### config.mk
export PLATFORM = sky130hd
export DESIGN_NAME = icq_unit
export DESIGN_NICKNAME = d
export VERILOG_FILES = /design/src/hdl/icq_pkg.sv /design/src/hdl/icq_unit.sv
export SDC_FILE = /design/constraint.sdc
export NUM_CORES = 1
export LEC_CHECK = 0
export ABC_AREA = 0
export BUFFER_PORTS_ARGS = -buffer_cell sky130_fd_sc_hd__buf_4
export CAP_MARGIN = 20
export CORE_MARGIN = 3
export CORE_UTILIZATION = 50
export CTS_BUF_LIST = sky130_fd_sc_hd__clkbuf_16
export CTS_CLUSTER_DIAMETER = 200
export CTS_CLUSTER_SIZE = 10
export DETAILED_ROUTE_END_ITERATION = 10
export PLACE_DENSITY_LB_ADDON = 0.3
export SLEW_MARGIN = 0
export SYNTH_ARGS = -nofsm -noshare
export SYNTH_HDL_FRONTEND = slang
export SYNTH_SLANG_ARGS = --single-unit
### constraint.sdc
create_clock -name core_clk -period 13.4 [get_ports core_clk]
set_input_delay 2.68 -clock core_clk [delete_from_list [all_inputs] [get_ports core_clk]]
set_output_delay 2.68 -clock core_clk [all_outputs]
set_load 0.01 [all_outputs]
### src/hdl/icq_pkg.sv
// Constants, field layouts and types for the interrupt, checkstop, reset and quiesce unit.
// Assumes a single 40 MHz core clock and a plain register port with byte addresses.
package icq_pkg;
	// ****************************************************************
	// Register map.
	// ****************************************************************
	localparam int ADDR_W = 4;
	localparam logic [ADDR_W-1:0] OFS_CTRL = 4'h0;
	localparam logic [ADDR_W-1:0] OFS_STAT = 4'h4;
	localparam logic [ADDR_W-1:0] OFS_RES = 4'h8;
	localparam logic [5:0] CTRL_RST = 6'h08;
	// ****************************************************************
	// Pin vector positions, all pins active low.
	// ****************************************************************
	localparam int NPIN = 6;
	localparam int PIN_EXT = 0;
	localparam int PIN_MCP = 1;
	localparam int PIN_HALT = 2;
	localparam int PIN_COLD = 3;
	localparam int PIN_WARM = 4;
	localparam int PIN_QUIESCE_GRANT_N = 5;
	localparam logic [NPIN-1:0] PIN_IDLE = 6'h3f;
	// ****************************************************************
	// Reset vector and reservation granule.
	// ****************************************************************
	localparam logic [19:0] VEC_OFFSET = 20'h00100;
	localparam logic [11:0] VEC_PREFIX_ONES = 12'hfff;
	localparam logic [11:0] VEC_PREFIX_ZERO = 12'h000;
	localparam int RES_BYTES = 32;
	localparam int RES_LSB = $clog2(RES_BYTES);
	localparam int RES_W = 32 - RES_LSB;
	// ****************************************************************
	// Timing.
	// ****************************************************************
	localparam int CLK_MHZ = 40;
	localparam int SNOOP_BUS_CYCLES = 8;
	localparam logic [3:0] SNOOP_TICKS = 4'(SNOOP_BUS_CYCLES);
	// ****************************************************************
	// Types.
	// ****************************************************************
	typedef struct packed {
		logic lp_sleep;
		logic lp_request;
		logic vector_prefix_sel;
		logic mchk_pin_allow_bit;
		logic mchk_allow_bit;
		logic ext_irq_allow_bit;
	} icq_ctrl_t;
	typedef enum logic [2:0] {
		PM_RUN = 3'b000,
		PM_REQ = 3'b001,
		PM_QUIET = 3'b010,
		PM_SNOOP = 3'b011
	} icq_pm_t;
	typedef struct packed {
		logic snoop_enable;
		logic init_busy;
		logic res_valid;
		icq_pm_t pm;
		logic checkstop;
	} icq_stat_t;
endpackage : icq_pkg

### src/hdl/icq_unit.sv
// Interrupt, checkstop, reset-vector, quiesce and reservation control.
// Assumes active-low pins from outside the clock domain and same-clock bus error flags.
//
// Operation
// RL1: Allowed external interrupt is eventually taken.
// RL2: Machine check pin taken when both allowed.
// RL3: Pin with mchk disallowed requests checkstop.
// RL4: Checkstop gates off all internal clocks.
// RL5: Only cold reset leaves checkstop.
// RL6: Machine check while disallowed enters checkstop.
// RL7: Bus, parity, L2 errors are machine checks.
// RL8: Cold reset runs full initialization sequence.
// RL9: Warm reset skips cold initialization.
// RL10: Cold release or warm assertion starts fetch.
// RL11: Vector is prefix plus offset 0x00100.
// RL12: Cold reset selects the all-ones prefix.
// RL13: Quiesce request asserted before low power.
// RL14: System pauses snoops, then grants quiesce.
// RL15: Quiet only after grant; no snooping.
// RL16: Grant off eight bus cycles enables snoop.
// RL17: Grant reasserted returns to nap.
// RL18: Store-conditional succeeds only with valid reservation.
// RL19: Reservation covers an aligned 32-byte section.
// RL20: Asynchronous inputs are synchronized first.
//
// The implementer's own choices: the address-and-strobe port and the register offsets.
`timescale 1ns/1ps
`default_nettype none
module icq_unit
	import icq_pkg::*;
#(
	parameter int COLD_INIT_CYCLES = 32,
	parameter int BUS_CLK_DIV = 4
) (
	input wire logic core_clk,
	input wire logic sys_rst,
	input wire logic [ADDR_W-1:0] reg_addr,
	input wire logic [31:0] reg_wdata,
	input wire logic reg_wr,
	input wire logic reg_rd,
	output logic [31:0] reg_rdata,
	input wire logic ext_irq_n,
	input wire logic machine_check_pin_n,
	input wire logic halt_request_in_n,
	input wire logic cold_reset_n,
	input wire logic warm_reset_n,
	input wire logic quiesce_grant_n,
	input wire logic transfer_error_ack_n,
	input wire logic addr_parity_err,
	input wire logic data_parity_err,
	input wire logic l2_double_err,
	input wire logic lr_valid,
	input wire logic [31:0] lr_addr,
	input wire logic sc_valid,
	input wire logic [31:0] sc_addr,
	input wire logic snoop_hit_valid,
	input wire logic [31:0] snoop_addr,
	output logic sc_done,
	output logic sc_success,
	output logic take_ext_irq,
	output logic take_mchk,
	output logic clocks_enable,
	output logic checkstop,
	output logic cold_init_busy,
	output logic fetch_start,
	output logic [31:0] fetch_addr,
	output logic quiesce_request_n,
	output logic snoop_enable
);
	// ****************************************************************
	// Helpers.
	// ****************************************************************
	function automatic logic same_section(input logic [31:0] a, input logic [RES_W-1:0] s);
		same_section = (a[31:RES_LSB] == s);
	endfunction : same_section
	function automatic logic [31:0] vector_of(input logic ones);
		vector_of = {ones ? VEC_PREFIX_ONES : VEC_PREFIX_ZERO, VEC_OFFSET};
	endfunction : vector_of
	// ****************************************************************
	// Pin synchronizers with agreement filter.
	// ****************************************************************
	logic [NPIN-1:0] pin_raw;
	logic [NPIN-1:0] sync1;
	logic [NPIN-1:0] sync2;
	logic [NPIN-1:0] sync3;
	logic [NPIN-1:0] pin;
	logic [NPIN-1:0] pin_prev;
	assign pin_raw = {quiesce_grant_n, warm_reset_n, cold_reset_n,
		halt_request_in_n, machine_check_pin_n, ext_irq_n};
	always_ff @(posedge core_clk or posedge sys_rst) begin
		if (sys_rst) begin
			sync1 <= PIN_IDLE;
			sync2 <= PIN_IDLE;
			sync3 <= PIN_IDLE;
			pin <= PIN_IDLE;
			pin_prev <= PIN_IDLE;
		end else begin
			sync1 <= pin_raw; // [RL20]
			sync2 <= sync1;
			sync3 <= sync2;
			pin <= (sync2 & sync3) | (pin & (sync2 | sync3)); // [RL20]
			pin_prev <= pin;
		end
	end
	logic ext_on;
	logic halt_on;
	logic cold_on;
	logic gnt;
	logic mcp_edge;
	logic warm_edge;
	logic cold_release;

	assign ext_on = ~pin[PIN_EXT];
	assign halt_on = ~pin[PIN_HALT];
	assign cold_on = ~pin[PIN_COLD];
	assign gnt = ~pin[PIN_QUIESCE_GRANT_N];
	assign mcp_edge = pin_prev[PIN_MCP] & ~pin[PIN_MCP];
	assign warm_edge = pin_prev[PIN_WARM] & ~pin[PIN_WARM];
	assign cold_release = ~pin_prev[PIN_COLD] & pin[PIN_COLD];
	// ****************************************************************
	// Machine check and checkstop.
	// ****************************************************************
	icq_ctrl_t ctrl;
	icq_ctrl_t next_ctrl;
	logic mchk_src;
	logic next_ckstp;
	logic do_ext;
	logic do_mchk;
	logic wake;
	always_comb begin
		mchk_src = ~transfer_error_ack_n | addr_parity_err | data_parity_err
			| l2_double_err | (mcp_edge & ctrl.mchk_pin_allow_bit); // [RL7] [RL2]
		next_ckstp = checkstop | halt_on | (mchk_src & ~ctrl.mchk_allow_bit); // [RL4] [RL3] [RL6]
		do_mchk = mchk_src & ctrl.mchk_allow_bit & ~checkstop & ~cold_on; // [RL2]
		do_ext = ext_on & ctrl.ext_irq_allow_bit & ~checkstop & ~cold_on; // [RL1]
	end

	always_ff @(posedge core_clk or posedge sys_rst) begin
		if (sys_rst) begin
			checkstop <= 1'b0;
			clocks_enable <= 1'b1;
		end else if (cold_on) begin
			checkstop <= 1'b0; // [RL5]
			clocks_enable <= 1'b1;
		end else begin
			checkstop <= next_ckstp; // [RL5]
			clocks_enable <= ~next_ckstp; // [RL4]
		end
	end

	always_ff @(posedge core_clk or posedge sys_rst) begin
		if (sys_rst) begin
			take_ext_irq <= 1'b0;
			take_mchk <= 1'b0;
		end else begin
			take_ext_irq <= do_ext & ~do_mchk; // [RL1]
			take_mchk <= do_mchk; // [RL2]
		end
	end

	// ****************************************************************
	// Control register.
	// ****************************************************************
	always_comb begin
		next_ctrl = ctrl;
		if (reg_wr && reg_addr == OFS_CTRL) begin
			next_ctrl = icq_ctrl_t'(reg_wdata[5:0]);
		end
		if (do_ext && !do_mchk) begin
			next_ctrl.ext_irq_allow_bit = 1'b0;
		end
		if (do_mchk) begin
			next_ctrl.mchk_allow_bit = 1'b0;
		end
		if (wake) begin
			next_ctrl.lp_request = 1'b0;
		end
	end
	always_ff @(posedge core_clk or posedge sys_rst) begin
		if (sys_rst) begin
			ctrl <= icq_ctrl_t'(CTRL_RST);
		end else if (cold_on) begin
			ctrl <= icq_ctrl_t'(CTRL_RST); // [RL12]
		end else begin
			ctrl <= next_ctrl;
		end
	end

	// ****************************************************************
	// Cold initialization and reset vector fetch.
	// ****************************************************************
	logic [15:0] init_cnt;
	logic fetch_pend;
	always_ff @(posedge core_clk or posedge sys_rst) begin
		if (sys_rst) begin
			init_cnt <= 16'(COLD_INIT_CYCLES);
			cold_init_busy <= 1'b1;
			fetch_pend <= 1'b1;
		end else if (cold_on) begin
			init_cnt <= 16'(COLD_INIT_CYCLES); // [RL8]
			cold_init_busy <= 1'b1;
			fetch_pend <= 1'b0;
		end else begin
			if (init_cnt != 16'h0000) begin
				init_cnt <= init_cnt - 16'h0001; // [RL8]
			end
			cold_init_busy <= (init_cnt > 16'h0001);
			if (cold_release) begin
				fetch_pend <= 1'b1;
			end else if (init_cnt == 16'h0000) begin
				fetch_pend <= 1'b0;
			end
		end
	end

	always_ff @(posedge core_clk or posedge sys_rst) begin
		if (sys_rst) begin
			fetch_start <= 1'b0;
			fetch_addr <= 32'h0000_0000;
		end else begin
			fetch_start <= ~cold_on & ~checkstop
				& ((fetch_pend & (init_cnt == 16'h0000)) | warm_edge); // [RL10] [RL9]
			fetch_addr <= vector_of(ctrl.vector_prefix_sel); // [RL11]
		end
	end
	// ****************************************************************
	// Quiesce handshake and nap snooping.
	// ****************************************************************
	icq_pm_t pm;
	icq_pm_t next_pm;
	logic [7:0] div_cnt;
	logic bus_tick;
	logic [3:0] off_ticks;
	always_ff @(posedge core_clk or posedge sys_rst) begin
		if (sys_rst) begin
			div_cnt <= 8'h00;
			bus_tick <= 1'b0;
		end else begin
			bus_tick <= (div_cnt == 8'(BUS_CLK_DIV - 1));
			div_cnt <= (div_cnt == 8'(BUS_CLK_DIV - 1)) ? 8'h00 : div_cnt + 8'h01;
		end
	end

	always_ff @(posedge core_clk or posedge sys_rst) begin
		if (sys_rst) begin
			off_ticks <= 4'h0;
		end else if (pm != PM_QUIET || gnt) begin
			off_ticks <= 4'h0;
		end else if (bus_tick && off_ticks != SNOOP_TICKS) begin
			off_ticks <= off_ticks + 4'h1; // [RL16]
		end
	end

	assign wake = (pm != PM_RUN) & (~ctrl.lp_request | do_ext | do_mchk);
	always_comb begin
		next_pm = pm;
		case (pm)
			PM_RUN: begin
				if (ctrl.lp_request && !checkstop && !cold_on) begin
					next_pm = PM_REQ; // [RL13]
				end
			end
			PM_REQ: begin
				if (wake) begin
					next_pm = PM_RUN;
				end else if (gnt) begin
					next_pm = PM_QUIET; // [RL15]
				end
			end
			PM_QUIET: begin
				if (wake) begin
					next_pm = PM_RUN;
				end else if (!ctrl.lp_sleep && off_ticks == SNOOP_TICKS) begin
					next_pm = PM_SNOOP; // [RL16]
				end
			end
			PM_SNOOP: begin
				if (wake) begin
					next_pm = PM_RUN;
				end else if (gnt) begin
					next_pm = PM_QUIET; // [RL17]
				end
			end
			default: begin
				next_pm = PM_RUN;
			end
		endcase
		if (cold_on || checkstop) begin
			next_pm = PM_RUN;
		end
	end

	always_ff @(posedge core_clk or posedge sys_rst) begin
		if (sys_rst) begin
			pm <= PM_RUN;
			quiesce_request_n <= 1'b1;
			snoop_enable <= 1'b1;
		end else begin
			pm <= next_pm;
			quiesce_request_n <= (next_pm == PM_RUN); // [RL13]
			snoop_enable <= (next_pm != PM_QUIET); // [RL15]
		end
	end
	// ****************************************************************
	// Reservation for load-reserve and store-conditional.
	// ****************************************************************
	logic res_valid;
	logic [RES_W-1:0] res_sec;
	always_ff @(posedge core_clk or posedge sys_rst) begin
		if (sys_rst) begin
			res_valid <= 1'b0;
			res_sec <= '0;
		end else if (cold_on) begin
			res_valid <= 1'b0;
		end else if (lr_valid) begin
			res_valid <= 1'b1; // [RL18]
			res_sec <= lr_addr[31:RES_LSB]; // [RL19]
		end else if (sc_valid) begin
			res_valid <= 1'b0;
		end else if (snoop_hit_valid && same_section(snoop_addr, res_sec)) begin
			res_valid <= 1'b0; // [RL19]
		end
	end

	always_ff @(posedge core_clk or posedge sys_rst) begin
		if (sys_rst) begin
			sc_done <= 1'b0;
			sc_success <= 1'b0;
		end else begin
			sc_done <= sc_valid & ~lr_valid;
			sc_success <= sc_valid & ~lr_valid & res_valid
				& same_section(sc_addr, res_sec); // [RL18] [RL19]
		end
	end
	// ****************************************************************
	// Register read port.
	// ****************************************************************
	icq_stat_t stat;
	assign stat = '{snoop_enable: snoop_enable, init_busy: cold_init_busy,
		res_valid: res_valid, pm: pm, checkstop: checkstop};
	always_ff @(posedge core_clk or posedge sys_rst) begin
		if (sys_rst) begin
			reg_rdata <= 32'h0000_0000;
		end else if (!reg_rd) begin
			reg_rdata <= 32'h0000_0000;
		end else if (reg_addr == OFS_CTRL) begin
			reg_rdata <= {26'h0, ctrl};
		end else if (reg_addr == OFS_STAT) begin
			reg_rdata <= {25'h0, stat};
		end else if (reg_addr == OFS_RES) begin
			reg_rdata <= {res_sec, {RES_LSB{1'b0}}};
		end else begin
			reg_rdata <= 32'h0000_0000;
		end
	end
endmodule : icq_unit
`default_nettype wire

After elaboration in Yosys (flattened, before gate mapping)
Index checks and enable logic that the tools add are counted.
{ "op_classes": {"addsub": 3, "n_reduce_logical": 21, "n_bitwise": 46, "magnitude_cmp": 1, "eq_ne": 19, "muxes": 32} }
{ "ops": {"columns": ["operator", "count"], "rows": [
  ["32-bit two-way mux", 4],
  ["27-bit == test", 2],
  ["16-bit two-way mux", 2],
  ["1-bit AND", 19],
  ["3-bit two-way mux", 6],
  ["16-bit by 1-bit > comparator with 1-bit output, second input constant", 1],
  ["16-bit logical NOT", 1],
  ["16-bit nonzero test", 1],
  ["16-bit by 1-bit subtractor with 16-bit output, second input constant", 1],
  ["1-bit inverter", 14],
  ["1-bit two-way mux", 13],
  ["6-bit AND", 2],
  ["12-bit two-way mux", 1],
  ["6-bit two-way mux", 2],
  ["3-bit by 1-bit inequality test with 1-bit output, second input constant", 4],
  ["6-bit OR", 2],
  ["1-bit OR", 9],
  ["3-bit one-hot mux with 3 select lines", 1],
  ["8-bit by 1-bit adder with 8-bit output, second input constant", 1],
  ["4-bit == test, second input constant", 2],
  ["8-bit by 2-bit == test with 1-bit output, second input constant", 1],
  ["4-bit two-way mux", 2],
  ["8-bit two-way mux", 1],
  ["1-bit logical AND", 7],
  ["other kinds (16)", 23]
]} }
{ "totals": {"elab_cells": 153, "regBits": 151} }

Longest topological paths before layout
{ "logic_depth": {"ltp_word": 14, "mapped_depth": 7, "depth_no_buf": 6} }

Least setup slack after synthesis
OpenSTA, ideal clock, no wires.
{ "synth_path": {"path_type": "input to register", "start": "in reg_addr[2]", "end": "reg ctrl[4] (netlist name)", "slack_ps": 9317, "required_ps": 13280, "t_arrival_ps": 3964, "stages": 6, "cell_sequence": "clkbuf_1 -> nor2_1 -> and3_1 -> clkbuf_1 -> mux2_2 -> and3_1"} }
{ "synth_via": {"elab_chain_len": 3} }
{ "synth_lines": {"columns": ["item", "line_no", "rtl"], "rows": [
  ["from (decl)", "icq_unit.sv:37", "input wire logic [ADDR_W-1:0] reg_addr,"],
  ["4-bit logical NOT", "icq_unit.sv:166", "if (reg_wr && reg_addr == OFS_CTRL) begin"],
  ["1-bit logical AND", "icq_unit.sv:166", null],
  ["3-bit by 1-bit inequality test with 1-bit output (no source line)", null, null],
  ["to (signal assigned)", "icq_unit.sv:181", "ctrl <= icq_ctrl_t'(CTRL_RST);"],
  ["to (signal assigned)", "icq_unit.sv:183", "ctrl <= icq_ctrl_t'(CTRL_RST);"],
  ["to (signal assigned)", "icq_unit.sv:185", "ctrl <= next_ctrl;"],
  ["to (decl)", "icq_unit.sv:123", "icq_ctrl_t ctrl;"]
]} }
Every way passes these cells.
A chain may end at the register's enable or synchronous reset.

Worst setup path after layout
{ "layout_path": {"start": "in addr_parity_err", "end": "reg pm[1]"} }
{ "layout_via": {"elab_chain_len": 12} }
{ "layout_lines": {"columns": ["item", "line_no", "rtl"], "rows": [
  ["from (decl)", "icq_unit.sv:49", "input wire logic addr_parity_err,"],
  ["1-bit OR * (2 in a row)", "icq_unit.sv:131", "mchk_src = ~transfer_error_ack_n | addr_parity_err | data_parity_err"],
  ["1-bit OR * (2 in a row)", "icq_unit.sv:132", "| l2_double_err | (mcp_edge & ctrl.mchk_pin_allow_bit);"],
  ["1-bit AND * (3 in a row)", "icq_unit.sv:134", "do_mchk = mchk_src & ctrl.mchk_allow_bit & ~checkstop & ~cold_on;"],
  ["1-bit OR *", "icq_unit.sv:254", "assign wake = (pm != PM_RUN) & (~ctrl.lp_request | do_ext | do_mchk);"],
  ["1-bit AND *", "icq_unit.sv:254", null],
  ["3-bit two-way mux, on equally long branches", "icq_unit.sv:278, icq_unit.sv:271", null],
  ["3-bit one-hot mux with 3 select lines *", "icq_unit.sv:257", "case (pm)"],
  ["3-bit two-way mux *", "icq_unit.sv:288", "if (cold_on || checkstop) begin"],
  ["net next_pm[1]", "icq_unit.sv:230", "icq_pm_t next_pm;"],
  ["to (signal assigned)", "icq_unit.sv:299", "pm <= next_pm;"],
  ["to (decl)", "icq_unit.sv:229", "icq_pm_t pm;"]
]} }
Mark *: on every way through the listed nets, which the timed path passes. The rest lies on a longest branch.

==> results.yml <==
global_route:
  grt_pass1_vias: 4463
  use_met1_pct: 25.4
  grtUsageMet3_pct: 7.41
  grt_pass1_wl_mm: 21.9
  grt_busiest_layer: "met2"
  antenna_found_initial: 0
  overflow: 0
  grt_max_degree: 73
  globalRouteTotalUtil_pct: 21.1
  grtUsageMet2_pct: 34.7
timing:
  setup_viol_count_final: 0
  fin_hold_ws_ns: 0.353
  fmax_mhz: 263
  rsz0062_at_grt: "false"
  slew_headroom_pct: 41.1
  min_period_over_period_pct: 28.4
  min_period_ns: 3.80
  tightest_slew_ns: 0.883
  slew_violations: 0
  hold_viol: 0
  setup_tns_ns: 0
  skew_ns: 0.0101
cells_and_area:
  antenna_cells: 0
  syn2layout_area_growth_pct: 29.0
  final.fill_count: 882
  multiInputGateArea_um2: 2380
  drive_gt1_share_pct: 38.4
  sequential_cell_area_um2: 3500
  fin_nets: 823
placement:
  place_congestion: 0.823
  portBuffers: 162
  dpl.hpwl_mm: 10.1
logic_synthesis:
  synth_most_common_cell: "dfrtp_1"
  syn_area_per_cell_um2: 12.0
  synth.cell_area_um2: 6110
  synthCells: 508
  synth_top_area_share_pct: 42.6
  synthTopCellsByArea: "dfrtp_1 43%, dfstp_2 15%, xnor2_1 6.6%"
  async_flop_share_pct: 100
  yosys_warnings: 0
  yosysUniqueCellTypes: 52
  synth_edf_count: 0
  yosysTopAreaCell: "dfrtp_1"
  yosys-top-cells-count: "104 x dfrtp_1, 46 x xnor2_1, 34 x dfstp_2"
  synth_ff_type: "dfrtp_1"
  synth.ff_latch_count: 138
  yosysSeqAreaShare_pct: 57.2
cts:
  clock_sinks: 138
  cts_resized: 0
  clk_pin_slew_ns: 0.06
  clockBufferDepth: 2
  cts-root-buf: "clkbuf_16"
  htree_levels: 4
  cts_buffers: 17
  post_cts_buffers: 0
  clk_latency_ns: 0.41
  cts_tree: "yes"
  cts_hold_buf: 0
critical_path:
  crit_path_max_incr_delay_ns: 0.43
  cpMaxStageDelayCell: "nor3b_1"
  path_class: "primary input to flop"
  startpoint_type: "primary input"
  path_cells: "buf_4, nor4b_1, a21oi_1, nor3b_1, a21boi_0"
  crit_fanout: 6
  required_ns: 13.72
  cp.arrival_ns: 4.12
  crit_path_end_kind: "flop"
  r2r_slack_ns: 10.84
route:
  vias: 4262
  viasPerCell: 5.17
  final_antenna_net_count: 0
  wl_mm: 13.9
  wl_per_cell_um: 16.8
  route.detailed.drc: 0
  drt_iter0_markers: 222
  drt-pass1-iter-count: 4
die:
  die_area_um2: 13600
  core_area_um2: 11700
  die_x_um: 117
  start_util_pct: 52.4
  ios: 223
  rows: 39
  die_y_um: 117
power:
  power.total_w: 0.00113
  power_leakage_nw: 3.67
  p_per_area_nw_per_um2: 144
  seqPwrFrac_pct: 44.6
  switching_share_pct: 26.7
  p_sw_w: 0.000303
  clockPowerShare_pct: 38.2
  irDropWorstVdd_uv: 61.5
  power.internal_w: 0.000830
  combPwrFrac_pct: 17.2
flow_run:
  max-cap-violations: 0
outcome:
  status: "finished, final reports clean"
min_path:
  hp-class: "flop to flop"
[final timing paths]
| path | startpoint | endpoint | cells past startpoint |
|---|---|---|---|
| max | addr_parity_err | pm[1] | 5 |
| min | sync1[5] | sync2[5] | 0 |
| max reg2reg | init_cnt[0] | init_cnt[10] | 6 |
| min reg2reg | sync1[5] | sync2[5] | 0 |
| max in group asynchronous | sys_rst | init_cnt[6] | 3 |
| min in group asynchronous | sys_rst | res_sec[5] | 2 |
[final cells by class]
cell class,count,share of cell area [%]
sequential,138,44.3
multi-input combinational,335,30.1
timing repair buffer,166,15.8
clock buffer,17,5.39
tap,143,2.27
clock inverter,15,1.52
inverter,11,0.587
[metal layers]
layer / up-vias / part of all wire, %
li1: 2021 / -
met1: 2058 / 40
met2: 165 / 49
met3: 18 / 8.7
met4: 0 / 1.8
met5: - / 0
[stage by stage]
stage / cell area (um2) / instances / utilization (%) / worst slack (ns)
after CTS: 7890 / 825 / 67.6 / 9.58
after global placement: 7340 / 793 / 63.0 / 9.24
after global routing: 7890 / 825 / 67.6 / 9.39
after floorplan: 6180 / 527 / - / 7.08
after detailed placement: 7340 / 793 / 63.0 / 9.16
final: 7890 / 825 / 67.6 / 9.60
[logic make-up after synthesis]
| family | synth area share [%] |
|---|---|
| mux | 7.96 |
| xor+xnor | 9.03 |
| compound gates | 4.36 |
| other cells | 0.123 |
| fa+ha+maj | 2.01 |
| flops | 57.2 |
| simple gates | 14.1 |
| buf+inv | 5.20 |
[sequential cells by signal (all words and copies together), names as in the netlist, 2 cells and up]
register	cells
pin	6
res_sec	27
fetch_addr	2
sync2	6
pm	3
sync3	6
sync1	6
div_cnt	8
init_cnt	16
ctrl	6
reg_rdata	32
pin_prev	3
off_ticks	4
[placed cells by master (no fill, tap or decap), types with 3 or more instances in the layout]
| cell | instances |
|---|---|
| clkinv_2 | 3 |
| nor4_1 | 10 |
| inv_1 | 13 |
| dfstp_2 | 34 |
| nand4_1 | 11 |
| buf_4 | 166 |
| nand2b_1 | 12 |
| maj3_1 | 6 |
| a21oi_1 | 14 |
| or3_1 | 7 |
| clkinv_1 | 5 |
| ha_1 | 5 |
| and2_1 | 26 |
| nand2_1 | 18 |
| and3_1 | 4 |
| nor2_1 | 23 |
| mux2i_1 | 16 |
| nor3_1 | 9 |
| dfrtp_1 | 104 |
| mux2_2 | 29 |
| nand3_1 | 8 |
| nor2b_1 | 3 |
| o21ai_0 | 12 |
| clkbuf_16 | 17 |
| conb_1 | 21 |
| xnor2_1 | 46 |
| or4_1 | 5 |
| xor2_1 | 17 |
[power groups by stage]
stage,clock network [W],logic (W),registers (W)
after detailed placement,0,0.000194,0.000511
after floorplan,0,0.000140,0.000497
final,0.000433,0.000195,0.000505
after global placement,0,0.000188,0.000508
after global routing,0.000462,0.000217,0.000511
after CTS,0.000440,0.000196,0.000505
[critical path: cells and delay by family]
family	cells	cell delay [ns]
buffers and inverters	1	0.11
AND/OR/NAND/NOR	2	0.83
AO/OA/AOI/OAI	2	0.50
No activity file was read; power rests on OpenSTA's default activity.
